$ cat src/logic/h2_frame_consts.vh
`ifndef H2_FRAME_CONSTS_VH
`define H2_FRAME_CONSTS_VH

// Register byte addresses
`define ADDR_CTRL 8'h00
`define ADDR_PPM 8'h04
`define ADDR_HEALTH 8'h08
`define ADDR_RAW 8'h0C
`define ADDR_PART 8'h10
`define ADDR_FRAME_LO 8'h14
`define ADDR_FRAME_HI 8'h18
`define ADDR_INFO 8'h1C

// Control fields and reset values
`define CTRL_TX_EN_BIT 0
`define CTRL_PWM_BIT 1
`define CTRL_RST 2'h1
`define PPM_RST 16'h0000
`define HEALTH_RST 2'h0
`define RAW_RST 10'h000
`define PART_RST 5'h01
`define CNT_RST 8'h01

// Concentration code
`define CODE_OFFSET 17'h00014
`define CODE_MAX 17'h000F0
`define PPM_PER_STEP 17'h000C8
`define PPM_HALF_STEP 17'h00064

// Pulse widths in microseconds and the fatal health code
`define PWM_ERR_US 8'h0A
`define HEALTH_FATAL 2'h3

// Frame checksum
`define CRC_POLY 16'h1021
`define CRC_INIT 16'hFFFF

// Identifier base: sensor 1 is 0x640, step 8
`define CAN_ID_BASE 11'h638

// Timing
`define CLK_HZ 125000000
`define T_START_MS 700
`define T_REPEAT_MS 100
`define T_PWM_PERIOD_US 255

// AXI responses
`define RESP_OKAY 2'h0
`define RESP_SLVERR 2'h2

`endif

$ cat src/logic/h2_status_frame_and_pwm_encoder.v
// Behaviour
// - Concentration code is 20 at zero, 240 at 4.4 percent, ppm/200 plus 20.
// - The ppm quotient is rounded to nearest, not truncated.
// - Check word starts as status in bits 9:8, code in bits 7:0.
// - Add the two lowest message counter bits to the check word.
// - Then invert the check word and add one.
// - Low 8 bits go out as first field, upper 2 as second.
// - Raw element signal: upper 8 bits in byte 2, lower 2 in byte 4 bits 7:6.
// - CRC16 high byte in byte 3, low byte in byte 7.
// - Sensor number 1 to 7 sits in byte 4 bits 4:2.
// - Message counter increments by one after each frame sent.
// - After 255 the counter value sent next is 0.
// - The first counter value used after start-up is 1.
// - Health status sits in byte 6 bits 2:1.
// - Release part number sits in byte 6 bits 7:3.
// - Pulse variant drives dominant or recessive only and is output only.
// - Pulse period is fixed at 255 microseconds.
// - Recessive time 20 to 240 microseconds, one microsecond per 200 ppm.
// - An internal error gives a 10 microsecond recessive time.
// - First frame 700 ms after reset, then one every 100 ms.
// - Eight byte frame in the documented byte order.
// - Sensor number comes from the supply feeds; identifier 0x640 plus 8 steps.
//
// Decided for this implementation: the AXI4-Lite slave port and the placing of the registers.
`timescale 1ns/1ps
`include "h2_frame_consts.vh"
`default_nettype none

module h2_status_frame_and_pwm_encoder #(
	parameter START_CYC = `T_START_MS * (`CLK_HZ / 1000),
	parameter REPEAT_CYC = `T_REPEAT_MS * (`CLK_HZ / 1000),
	parameter PWM_PERIOD_CYC = `T_PWM_PERIOD_US * (`CLK_HZ / 1000000)
) (
	input wire mclk,
	input wire nrst,
	input wire [7:0] s_axi_awaddr,
	input wire s_axi_awvalid,
	output reg s_axi_awready,
	input wire [31:0] s_axi_wdata,
	input wire [3:0] s_axi_wstrb,
	input wire s_axi_wvalid,
	output reg s_axi_wready,
	output reg [1:0] s_axi_bresp,
	output reg s_axi_bvalid,
	input wire s_axi_bready,
	input wire [7:0] s_axi_araddr,
	input wire s_axi_arvalid,
	output reg s_axi_arready,
	output reg [31:0] s_axi_rdata,
	output reg [1:0] s_axi_rresp,
	output reg s_axi_rvalid,
	input wire s_axi_rready,
	input wire id_feed_bit0,
	input wire id_feed_bit1,
	input wire id_feed_bit2,
	output reg [63:0] status_frame_ff,
	output reg frame_valid_ff,
	output reg [10:0] can_id_ff,
	output reg can_dominant_ff
);

	// Constants are cut to the counter widths on purpose
	localparam [31:0] CYC_PER_US_W = `CLK_HZ / 1000000;
	localparam [15:0] CYC_PER_US = CYC_PER_US_W[15:0];
	// A period above 65536 cycles would need a wider period counter
	localparam [31:0] PER_LAST_W = PWM_PERIOD_CYC - 1;
	localparam [15:0] PER_LAST = PER_LAST_W[15:0];
	localparam [31:0] START_LAST = START_CYC - 1;
	localparam [31:0] REPEAT_LAST = REPEAT_CYC - 1;

	reg [1:0] ctrl_ff;
	reg [15:0] ppm_ff;
	reg [1:0] health_ff;
	reg [9:0] raw_ff;
	reg [4:0] part_ff;
	reg [7:0] cnt_ff;
	reg started_ff;
	reg [31:0] tick_ff;
	reg [2:0] feed_s1_ff;
	reg [2:0] feed_s2_ff;
	reg [15:0] per_cnt_ff;
	reg [15:0] width_cyc_ff;
	reg aw_got_ff;
	reg w_got_ff;
	reg [7:0] waddr_ff;
	reg [31:0] wdata_ff;
	reg [3:0] wstrb_ff;

	wire tx_en = ctrl_ff[`CTRL_TX_EN_BIT];
	wire pwm_mode = ctrl_ff[`CTRL_PWM_BIT];
	wire [2:0] sensor_num = feed_s2_ff;

	function [15:0] crc_byte;
		input [15:0] c;
		input [7:0] d;
		integer i;
		reg [15:0] x;
		begin
			x = c ^ {d, 8'h00};
			for (i = 0; i < 8; i = i + 1)
				x = x[15] ? ({x[14:0], 1'b0} ^ `CRC_POLY) : {x[14:0], 1'b0};
			crc_byte = x;
		end
	endfunction

	wire [16:0] ppm_rnd = {1'b0, ppm_ff} + `PPM_HALF_STEP;
	wire [16:0] quot = ppm_rnd / `PPM_PER_STEP;
	wire [16:0] code_raw = quot + `CODE_OFFSET;
	// clamp, floor is 20 by construction
	wire [16:0] code_cl = (code_raw > `CODE_MAX) ? `CODE_MAX : code_raw;
	wire [7:0] conc_code = code_cl[7:0];

	wire [9:0] check_seed = {health_ff, conc_code};
	// add counter bits, wraps at 1024
	wire [9:0] check_sum = check_seed + {8'h00, cnt_ff[1:0]};
	wire [9:0] check_word = (~check_sum) + 10'h001;
	wire [7:0] check_low_byte = check_word[7:0];
	wire [1:0] check_high_pair = check_word[9:8];

	wire [7:0] raw_element_signal_upper = raw_ff[9:2];
	wire [1:0] raw_element_signal_lower = raw_ff[1:0];

	wire [7:0] byte4 = {raw_element_signal_lower, 1'b0, sensor_num, check_high_pair};
	wire [7:0] byte6 = {part_ff, health_ff, 1'b0};

	// checksum over bytes 0,1,2,4,5,6 in order
	wire [15:0] crc0 = crc_byte(`CRC_INIT, conc_code);
	wire [15:0] crc1 = crc_byte(crc0, check_low_byte);
	wire [15:0] crc2 = crc_byte(crc1, raw_element_signal_upper);
	wire [15:0] crc3 = crc_byte(crc2, byte4);
	wire [15:0] crc4 = crc_byte(crc3, cnt_ff);
	wire [15:0] crc5 = crc_byte(crc4, byte6);

	// byte 0 in bits 7:0, byte 7 in bits 63:56
	wire [63:0] nxt_frame = {crc5[7:0], byte6, cnt_ff, byte4,
		crc5[15:8], raw_element_signal_upper, check_low_byte, conc_code};

	wire tick_hit = (tick_ff == 32'h00000000);
	wire send = tick_hit && tx_en && !pwm_mode;

	// Feed pins are asynchronous straps
	always @(posedge mclk or negedge nrst)
	begin
		if (!nrst)
		begin
			feed_s1_ff <= 3'h0;
			feed_s2_ff <= 3'h0;
		end
		else
		begin
			feed_s1_ff <= {id_feed_bit2, id_feed_bit1, id_feed_bit0};
			feed_s2_ff <= feed_s1_ff;
		end
	end

	always @(posedge mclk or negedge nrst)
	begin
		if (!nrst)
			can_id_ff <= 11'h000;
		else
			can_id_ff <= `CAN_ID_BASE + {5'h00, sensor_num, 3'h0};
	end

	// start delay, then fixed repeat; the timer runs even when idle
	always @(posedge mclk or negedge nrst)
	begin
		if (!nrst)
		begin
			tick_ff <= START_LAST;
			started_ff <= 1'b0;
		end
		else if (tick_hit)
		begin
			tick_ff <= REPEAT_LAST;
			started_ff <= 1'b1;
		end
		else
			tick_ff <= tick_ff - 32'h00000001;
	end

	always @(posedge mclk or negedge nrst)
	begin
		if (!nrst)
		begin
			status_frame_ff <= 64'h0000000000000000;
			frame_valid_ff <= 1'b0;
			cnt_ff <= `CNT_RST;
		end
		else
		begin
			frame_valid_ff <= send;
			// Skipped frames leave the counter where it is
			if (send)
			begin
				status_frame_ff <= nxt_frame;
				// 8-bit wrap gives 0 after 255
				cnt_ff <= cnt_ff + 8'h01;
			end
		end
	end

	// width in microseconds equals the code, or PWM_ERR_US when health is HEALTH_FATAL
	wire [7:0] width_us = (health_ff == `HEALTH_FATAL) ? `PWM_ERR_US : conc_code;
	wire [15:0] nxt_width_cyc = {8'h00, width_us} * CYC_PER_US;
	// A width beyond the period leaves the output recessive all period
	wire period_end = (per_cnt_ff == PER_LAST);

	always @(posedge mclk or negedge nrst)
	begin
		if (!nrst)
		begin
			per_cnt_ff <= 16'h0000;
			width_cyc_ff <= 16'h0000;
			can_dominant_ff <= 1'b0;
		end
		else
		begin
			per_cnt_ff <= period_end ? 16'h0000 : per_cnt_ff + 16'h0001;
			// width latched only at the boundary
			if (period_end)
				width_cyc_ff <= nxt_width_cyc;
			// recessive first, dominant for the rest; idle recessive
			can_dominant_ff <= pwm_mode && (per_cnt_ff >= width_cyc_ff);
		end
	end

	// AXI4-Lite write path: address and data taken in either order
	wire wr_go = aw_got_ff && w_got_ff && !s_axi_bvalid;
	wire [31:0] wmask = {{8{wstrb_ff[3]}}, {8{wstrb_ff[2]}},
		{8{wstrb_ff[1]}}, {8{wstrb_ff[0]}}};
	wire wr_hit = (waddr_ff == `ADDR_CTRL) || (waddr_ff == `ADDR_PPM) ||
		(waddr_ff == `ADDR_HEALTH) || (waddr_ff == `ADDR_RAW) ||
		(waddr_ff == `ADDR_PART);

	always @(posedge mclk or negedge nrst)
	begin
		if (!nrst)
		begin
			s_axi_awready <= 1'b0;
			s_axi_wready <= 1'b0;
			s_axi_bvalid <= 1'b0;
			s_axi_bresp <= `RESP_OKAY;
			aw_got_ff <= 1'b0;
			w_got_ff <= 1'b0;
			waddr_ff <= 8'h00;
			wdata_ff <= 32'h00000000;
			wstrb_ff <= 4'h0;
		end
		else
		begin
			if (s_axi_awready && s_axi_awvalid)
			begin
				s_axi_awready <= 1'b0;
				aw_got_ff <= 1'b1;
				// Every register is one aligned word, low address bits ignored
				waddr_ff <= {s_axi_awaddr[7:2], 2'h0};
			end
			else if (!aw_got_ff && !s_axi_bvalid)
				s_axi_awready <= 1'b1;
			if (s_axi_wready && s_axi_wvalid)
			begin
				s_axi_wready <= 1'b0;
				w_got_ff <= 1'b1;
				wdata_ff <= s_axi_wdata;
				wstrb_ff <= s_axi_wstrb;
			end
			else if (!w_got_ff && !s_axi_bvalid)
				s_axi_wready <= 1'b1;
			if (wr_go)
			begin
				aw_got_ff <= 1'b0;
				w_got_ff <= 1'b0;
				s_axi_bvalid <= 1'b1;
				s_axi_bresp <= wr_hit ? `RESP_OKAY : `RESP_SLVERR;
			end
			else if (s_axi_bvalid && s_axi_bready)
				s_axi_bvalid <= 1'b0;
		end
	end

	wire [31:0] ctrl_new = ({30'h0, ctrl_ff} & ~wmask) | (wdata_ff & wmask);
	wire [31:0] ppm_new = ({16'h0, ppm_ff} & ~wmask) | (wdata_ff & wmask);
	wire [31:0] health_new = ({30'h0, health_ff} & ~wmask) | (wdata_ff & wmask);
	wire [31:0] raw_new = ({22'h0, raw_ff} & ~wmask) | (wdata_ff & wmask);
	wire [31:0] part_new = ({27'h0, part_ff} & ~wmask) | (wdata_ff & wmask);

	always @(posedge mclk or negedge nrst)
	begin
		if (!nrst)
		begin
			ctrl_ff <= `CTRL_RST;
			ppm_ff <= `PPM_RST;
			health_ff <= `HEALTH_RST;
			raw_ff <= `RAW_RST;
			part_ff <= `PART_RST;
		end
		else if (wr_go)
		begin
			case (waddr_ff)
				`ADDR_CTRL: ctrl_ff <= ctrl_new[1:0];
				`ADDR_PPM: ppm_ff <= ppm_new[15:0];
				`ADDR_HEALTH: health_ff <= health_new[1:0];
				`ADDR_RAW: raw_ff <= raw_new[9:0];
				`ADDR_PART: part_ff <= part_new[4:0];
				default: ctrl_ff <= ctrl_ff;
			endcase
		end
	end

	// AXI4-Lite read path: one read in flight, data registered at acceptance
	reg [31:0] rd_mux;
	reg rd_hit;

	always @*
	begin
		rd_hit = 1'b1;
		case ({s_axi_araddr[7:2], 2'h0})
			`ADDR_CTRL: rd_mux = {30'h0, ctrl_ff};
			`ADDR_PPM: rd_mux = {16'h0, ppm_ff};
			`ADDR_HEALTH: rd_mux = {30'h0, health_ff};
			`ADDR_RAW: rd_mux = {22'h0, raw_ff};
			`ADDR_PART: rd_mux = {27'h0, part_ff};
			`ADDR_FRAME_LO: rd_mux = status_frame_ff[31:0];
			`ADDR_FRAME_HI: rd_mux = status_frame_ff[63:32];
			`ADDR_INFO: rd_mux = {started_ff, 4'h0, can_id_ff, 5'h00, sensor_num, cnt_ff};
			default:
			begin
				rd_mux = 32'h00000000;
				rd_hit = 1'b0;
			end
		endcase
	end

	always @(posedge mclk or negedge nrst)
	begin
		if (!nrst)
		begin
			s_axi_arready <= 1'b0;
			s_axi_rvalid <= 1'b0;
			s_axi_rdata <= 32'h00000000;
			s_axi_rresp <= `RESP_OKAY;
		end
		else
		begin
			if (s_axi_arready && s_axi_arvalid)
			begin
				s_axi_arready <= 1'b0;
				s_axi_rvalid <= 1'b1;
				s_axi_rdata <= rd_mux;
				s_axi_rresp <= rd_hit ? `RESP_OKAY : `RESP_SLVERR;
			end
			else if (s_axi_rvalid && s_axi_rready)
				s_axi_rvalid <= 1'b0;
			else if (!s_axi_rvalid)
				s_axi_arready <= 1'b1;
		end
	end

endmodule // h2_status_frame_and_pwm_encoder

`default_nettype wire

$ cat config.mk
export PLATFORM = sky130hd
export DESIGN_NAME = h2_status_frame_and_pwm_encoder
export DESIGN_NICKNAME = d
export VERILOG_FILES = /design/src/logic/h2_status_frame_and_pwm_encoder.v
export VERILOG_INCLUDE_DIRS = /design/src /design/src/logic
export SDC_FILE = /design/constraint.sdc
export NUM_CORES = 1
export LEC_CHECK = 0
export ABC_AREA = 1
export BUFFER_PORTS_ARGS = -buffer_cell sky130_fd_sc_hd__buf_2
export CAP_MARGIN = 10
export CORE_UTILIZATION = 40
export DETAILED_ROUTE_END_ITERATION = 10
export GPL_TIMING_DRIVEN = 0
export HOLD_SLACK_MARGIN = 0.03
export PLACE_DENSITY = 0.67
export SLEW_MARGIN = 0
export SYNTH_ARGS = -nofsm -noshare
export SYNTH_HDL_FRONTEND = slang
export SYNTH_SLANG_ARGS = --single-unit
$ cat constraint.sdc
create_clock -name mclk -period 22.8 [get_ports mclk]
set_input_delay 0 -clock mclk [delete_from_list [all_inputs] [get_ports mclk]]
set_output_delay 0 -clock mclk [all_outputs]
set_load 0.005 [all_outputs]
-- After elaboration in Yosys (flattened, before gate mapping)
Cells that the tools add are included.
- reductions and logical operators: 36
- multiply operators: 1
- equal/unequal tests: 15
- $lt $le $gt $ge: 2
- bitwise gates (word level): 67
- divide/modulo/power cells: 1
- $add $sub $neg: 8
- mux-type cells: 71
- operators with widths (kind ; number):
    13-bit 2-to-1 mux ; 48
    32-bit case mux with 8 select lines ; 1
    3-bit NOT ; 48
    16-bit XOR ; 5
    16-bit bitwise AND ; 2
    32-bit logical NOT ; 1
    32-bit 2-to-1 mux ; 1
    16-bit NOT ; 2
    32-bit by 1-bit subtractor with 32-bit output, second input constant ; 1
    6-bit by 3-bit equality test with 1-bit output, second input constant ; 5
    6-bit by 2-bit equality test with 1-bit output, second input constant ; 4
    16-bit by 7-bit adder with 17-bit output, second input constant ; 1
    17-bit by 5-bit adder with 17-bit output, second input constant ; 1
    17-bit by 8-bit divider with 17-bit output, second input constant ; 1
    17-bit by 8-bit > comparator with 1-bit output, second input constant ; 1
    16-bit by 1-bit adder with 16-bit output, second input constant ; 1
    16-bit by 15-bit equality test with 1-bit output, second input constant ; 1
    16-bit by 15-bit greater-or-equal comparator with 1-bit output ; 1
    1-bit 2-to-1 mux ; 16
    16-bit 2-to-1 mux ; 1
    8-bit 2-to-1 mux ; 2
    16-bit bitwise OR ; 1
    8-bit by 7-bit multiplier with 15-bit output, second input constant ; 1
    6-bit by 1-bit equality test with 1-bit output, second input constant ; 2
    other kinds (23) ; 53
- bits of input ports: 62
- output and inout port bits: 118
- bits in registers: 255

-- Longest topological paths before layout
- depth in word-level cells: 107
- depth in mapped cells: 92
- mapped depth without buffers: 91

-- Least setup slack after synthesis
Ideal clock, no wire load.
- path type: register -> register
- start: register (tool-made name)
- end: register width_cyc_ff[14]
- data required time: 22666 ps
- setup slack: 13725 ps
- period minus slack after synthesis: 9075 ps
- path buffers: 1
- data arrival time: 8941 ps
- cell stages (with the launch flop): 73
- cells stage by stage: dfrtp_1 > ha_1 > nand2_1 > nand2_2 > nand3_4 > xor2_1 > nor2_2 > nand2_2 > nand2_4 > nand2_2 > nand2_4 > inv_4 > nand3_4 > nand2_2 > nand2_4 > nand2_1 > nand2_2 > nor2_4 > (+37 left out) > fa_1 > fa_1 > inv_1 > fa_1 > ha_1 > inv_1 > nor2_1 > o21ai_0 > nand2_1 > nand3_1 > a21oi_1 > nor2_1 > o21bai_1 > a21oi_1 > nor2_1 > nor2_1 > xnor2_1 > o21ai_0
- RTL lines (element ; line ; RTL):
    end signal, assigned ; h2_status_frame_and_pwm_encoder.v:221 ; width_cyc_ff <= nxt_width_cyc;
    end, declared ; h2_status_frame_and_pwm_encoder.v:82 ; reg [15:0] width_cyc_ff;

==> impl_metrics.sql <==
INSERT INTO impl_metrics (metric_group, metric, value, unit) VALUES
('synthesis', 'synth_top_cell_by_area', 'sky130_fd_sc_hd__dfrtp_1', ''),
('clock_tree', 'cts_repair_resize_count', '0', ''),
('cells_and_area', 'drive_above_1_share', '16.18', '%'),
('grt', 'globalRouteOverflowTotal', '0', ''),
('synthesis', 'synth_enable_flop_cells', '0', ''),
('synthesis', 'post-synth-top-area-fraction', '34.45', '%'),
('timing', 'transition_at_the_pin_with_the_smallest_max_transition_slack', '1279', 'ps'),
('synthesis', 'synth_area', '16560', 'µm²'),
('min_path', 'min-delay-path-class', 'in -> reg', ''),
('grt', 'wire_length_of_the_first_global_routing_pass', '80210', 'µm'),
('cells_and_area', 'antenna_cells', '0', ''),
('clock_tree', 'cts.htree.levels', '1', ''),
('place', 'hpwl', '40690', 'µm'),
('setup_path', 'timing.critical_path.mode_cell', 'sky130_fd_sc_hd__nand2_2', ''),
('clock_tree', 'cts.path.max_buffers', '3', ''),
('timing', 'period_needed', '10600', 'ps'),
('timing', 'fin_skew', '17.84', 'ps'),
('cells_and_area', 'finish.net_count', '2587', ''),
('timing', 'timing.setup.tns', '0', 'ps'),
('die', 'floorplan.die.height', '205.5', 'µm'),
('grt', 'met1_usage_in_global_routing', '34.94', '%'),
('timing', 'timing.final.ws_setup', '12200', 'ps'),
('die', 'coreArea', '40830', 'µm²'),
('die', 'dieWidth', '205.5', 'µm'),
('status', 'outcome', 'completed', ''),
('clock_tree', 'insertion_delay', '560', 'ps'),
('timing', 'worst_slew_margin_rel', '14.10', '%'),
('grt', 'grt_start_max_net_pins', '103', ''),
('timing', 'finalHoldViolCount', '0', ''),
('synthesis', 'flop_and_latch_count_out_of_synthesis', '247', ''),
('cells_and_area', 'fillCellCount', '4055', ''),
('synthesis', 'synth.yosys.seq_area_share', '37.46', '%'),
('setup_path', 'timing.critical_path.fanout_max', '10', ''),
('grt', 'grt_use_total', '24.65', '%'),
('setup_path', 'start_to_end_type_of_the_worst_setup_path', 'reg -> reg', ''),
('grt', 'busiest_layer', 'met2', ''),
('timing', 'rsz0062_at_grt', 'false', ''),
('timing', 'min_period_over_period', '46.51', '%'),
('cells_and_area', 'synthToLayoutAreaGrowth', '18.09', '%'),
('timing', 'timing.fmax', '0.09430', 'GHz'),
('job', 'maxCapViolations', '0', ''),
('route', 'avgViaCountPerCell', '5.095', ''),
('place', 'dp.cells', '2888', ''),
('timing', 'maxSlewViolCount', '0', ''),
('cells_and_area', 'final-instance-count-excl-fill', '2992', ''),
('die', 'starting_density_of_the_core', '40.56', '%'),
('place', 'gp_congestion', '0.9817', ''),
('route', 'detail_route.first_pass.iterations', '5', ''),
('setup_path', 'worst-endpoint-required', '23280', 'ps'),
('cells_and_area', 'fin_util', '47.90', '%'),
('clock_tree', 'tritoncts.num_buffers', '29', ''),
('route', 'ant_nets', '0', ''),
('cells_and_area', 'commonest_non_fill_non_tap_cell_in_the_layout', 'sky130_fd_sc_hd__nand2_1', ''),
('setup_path', 'cp.arrival', '11080', 'ps'),
('synthesis', 'syn-mean-instance-area', '7.535', 'µm²'),
('route', 'vias', '15240', ''),
('route', 'detailedRoute.firstIterationViolations', '1142', ''),
('synthesis', 'post_synth_num_cell_types', '56', ''),
('setup_path', 'worst_path_max_delay_cell', 'sky130_fd_sc_hd__fa_1', ''),
('route', 'final_routed_wire_length_divided_by_cell_count', '17.30', 'µm'),
('grt', 'grt_antenna_before_repair', '1', ''),
('route', 'remaining_drc_errors', '0', ''),
('route', 'totalWireLength', '51760', 'µm'),
('setup_path', 'largest_stage_delay_on_the_critical_path', '610', 'ps'),
('synthesis', 'synth-async-reset-ratio', '100.0', '%'),
('place', 'numPortBuffers', '148', ''),
('clock_tree', 'tritoncts_clock_tree', 'done', ''),
('clock_tree', 'path_clk_slew', '60', 'ps'),
('synthesis', 'main_area_contributors_after_synthesis', 'sky130_fd_sc_hd__dfrtp_1, sky130_fd_sc_hd__nand2_1, sky130_fd_sc_hd__inv_1, sky130_fd_sc_hd__o21ai_0, sky130_fd_sc_hd__ha_1', ''),
('cells_and_area', 'commonest_cells_after_routing_fill_and_taps_aside', 'sky130_fd_sc_hd__nand2_1, sky130_fd_sc_hd__inv_1, sky130_fd_sc_hd__dfrtp_1', ''),
('place', 'detailedPlace.worstSlack', '12230', 'ps');
==> repair_timing <==
| action | 4_1_cts | 5_1_grt |
|---|---|---|
| buffers inserted | 0 | 0 |
| hold endpoints to repair | 263 | 0 |
| hold buffers | 50 | 0 |
==> synthesized netlist by cell type (29+ instances only) <==
cell type	count
sky130_fd_sc_hd__a21oi_1	40
sky130_fd_sc_hd__clkbuf_1	32
sky130_fd_sc_hd__dfrtp_1	228
sky130_fd_sc_hd__ha_1	64
sky130_fd_sc_hd__inv_1	316
sky130_fd_sc_hd__nand2_1	559
sky130_fd_sc_hd__nand2_2	70
sky130_fd_sc_hd__nand3_1	158
sky130_fd_sc_hd__nand4_1	29
sky130_fd_sc_hd__nor2_1	142
sky130_fd_sc_hd__o21ai_0	169
sky130_fd_sc_hd__xor2_1	71
==> worst paths after layout <==
path,from,end,cells after the start
setup / recovery,flop,width_cyc_ff[13],66
setup reg to reg,flop,width_cyc_ff[13],66
min in group asynchronous,nrst,status_frame_ff[9],3
hold reg to reg,feed_s1_ff[0],feed_s2_ff[0],0
max in group asynchronous,nrst,tick_ff[24],4
hold / removal,id_feed_bit1,feed_s1_ff[1],2
==> per-stage QoR <==
stage               area (µm²)  hold slack [ps]
floorplan                16590           -295.6
global placement         18000            110.0
detailed placement       18070            4.966
CTS                      19550            57.57
global route             19560            85.25
finish                   19560            94.93
==> cell type report <==
type | instances | area [µm²] | area share, %
plain buffers | 46 | 235.2 | 1.203
clock buffers | 39 | 823.3 | 4.209
clock inverters | 14 | 140.1 | 0.7165
inverters | 348 | 1311 | 6.704
multi-input cells | 1565 | 8857 | 45.29
flip-flops and latches | 247 | 6205 | 31.72
well taps | 532 | 665.6 | 3.403
repair buffers | 201 | 1321 | 6.755
==> critical path, delay by kind of cell (launching register included) <==
kind / cells / cell delay (ps)
buffers and inverters: 6 / 580
AND/OR/NAND/NOR: 45 / 4950
adder cells (fa/ha/maj): 7 / 2800
AO/OA/AOI/OAI: 6 / 1200
XOR/XNOR: 2 / 460
flip-flops: 1 / 510
==> cells by family (layout without fill, tap and decap cells) <==
group	Yosys count	in the layout	synth area share (%)
adder cells (fa/ha/maj)	87	87	7.615
AND/OR/NAND/NOR	1076	1076	30.21
XOR/XNOR	99	99	5.417
buffers and inverters	394	648	9.338
other	2	10	0.04534
AO/OA/AOI/OAI	293	293	9.912
flip-flops	247	247	37.46
==> routing by layer <==
metal  part of all wire, %  up-vias  wire length (µm)
met3                   5.7       67              2952
met5                 0.025        -                13
met1                    47     7266             24250
met2                    45      416             23520
li1                      -     7492                 -
met4                   2.0        2              1020
Power is left out: the tool's default activity adds up to more than one toggle a clock period on the data nets, which glitch-free logic cannot reach.
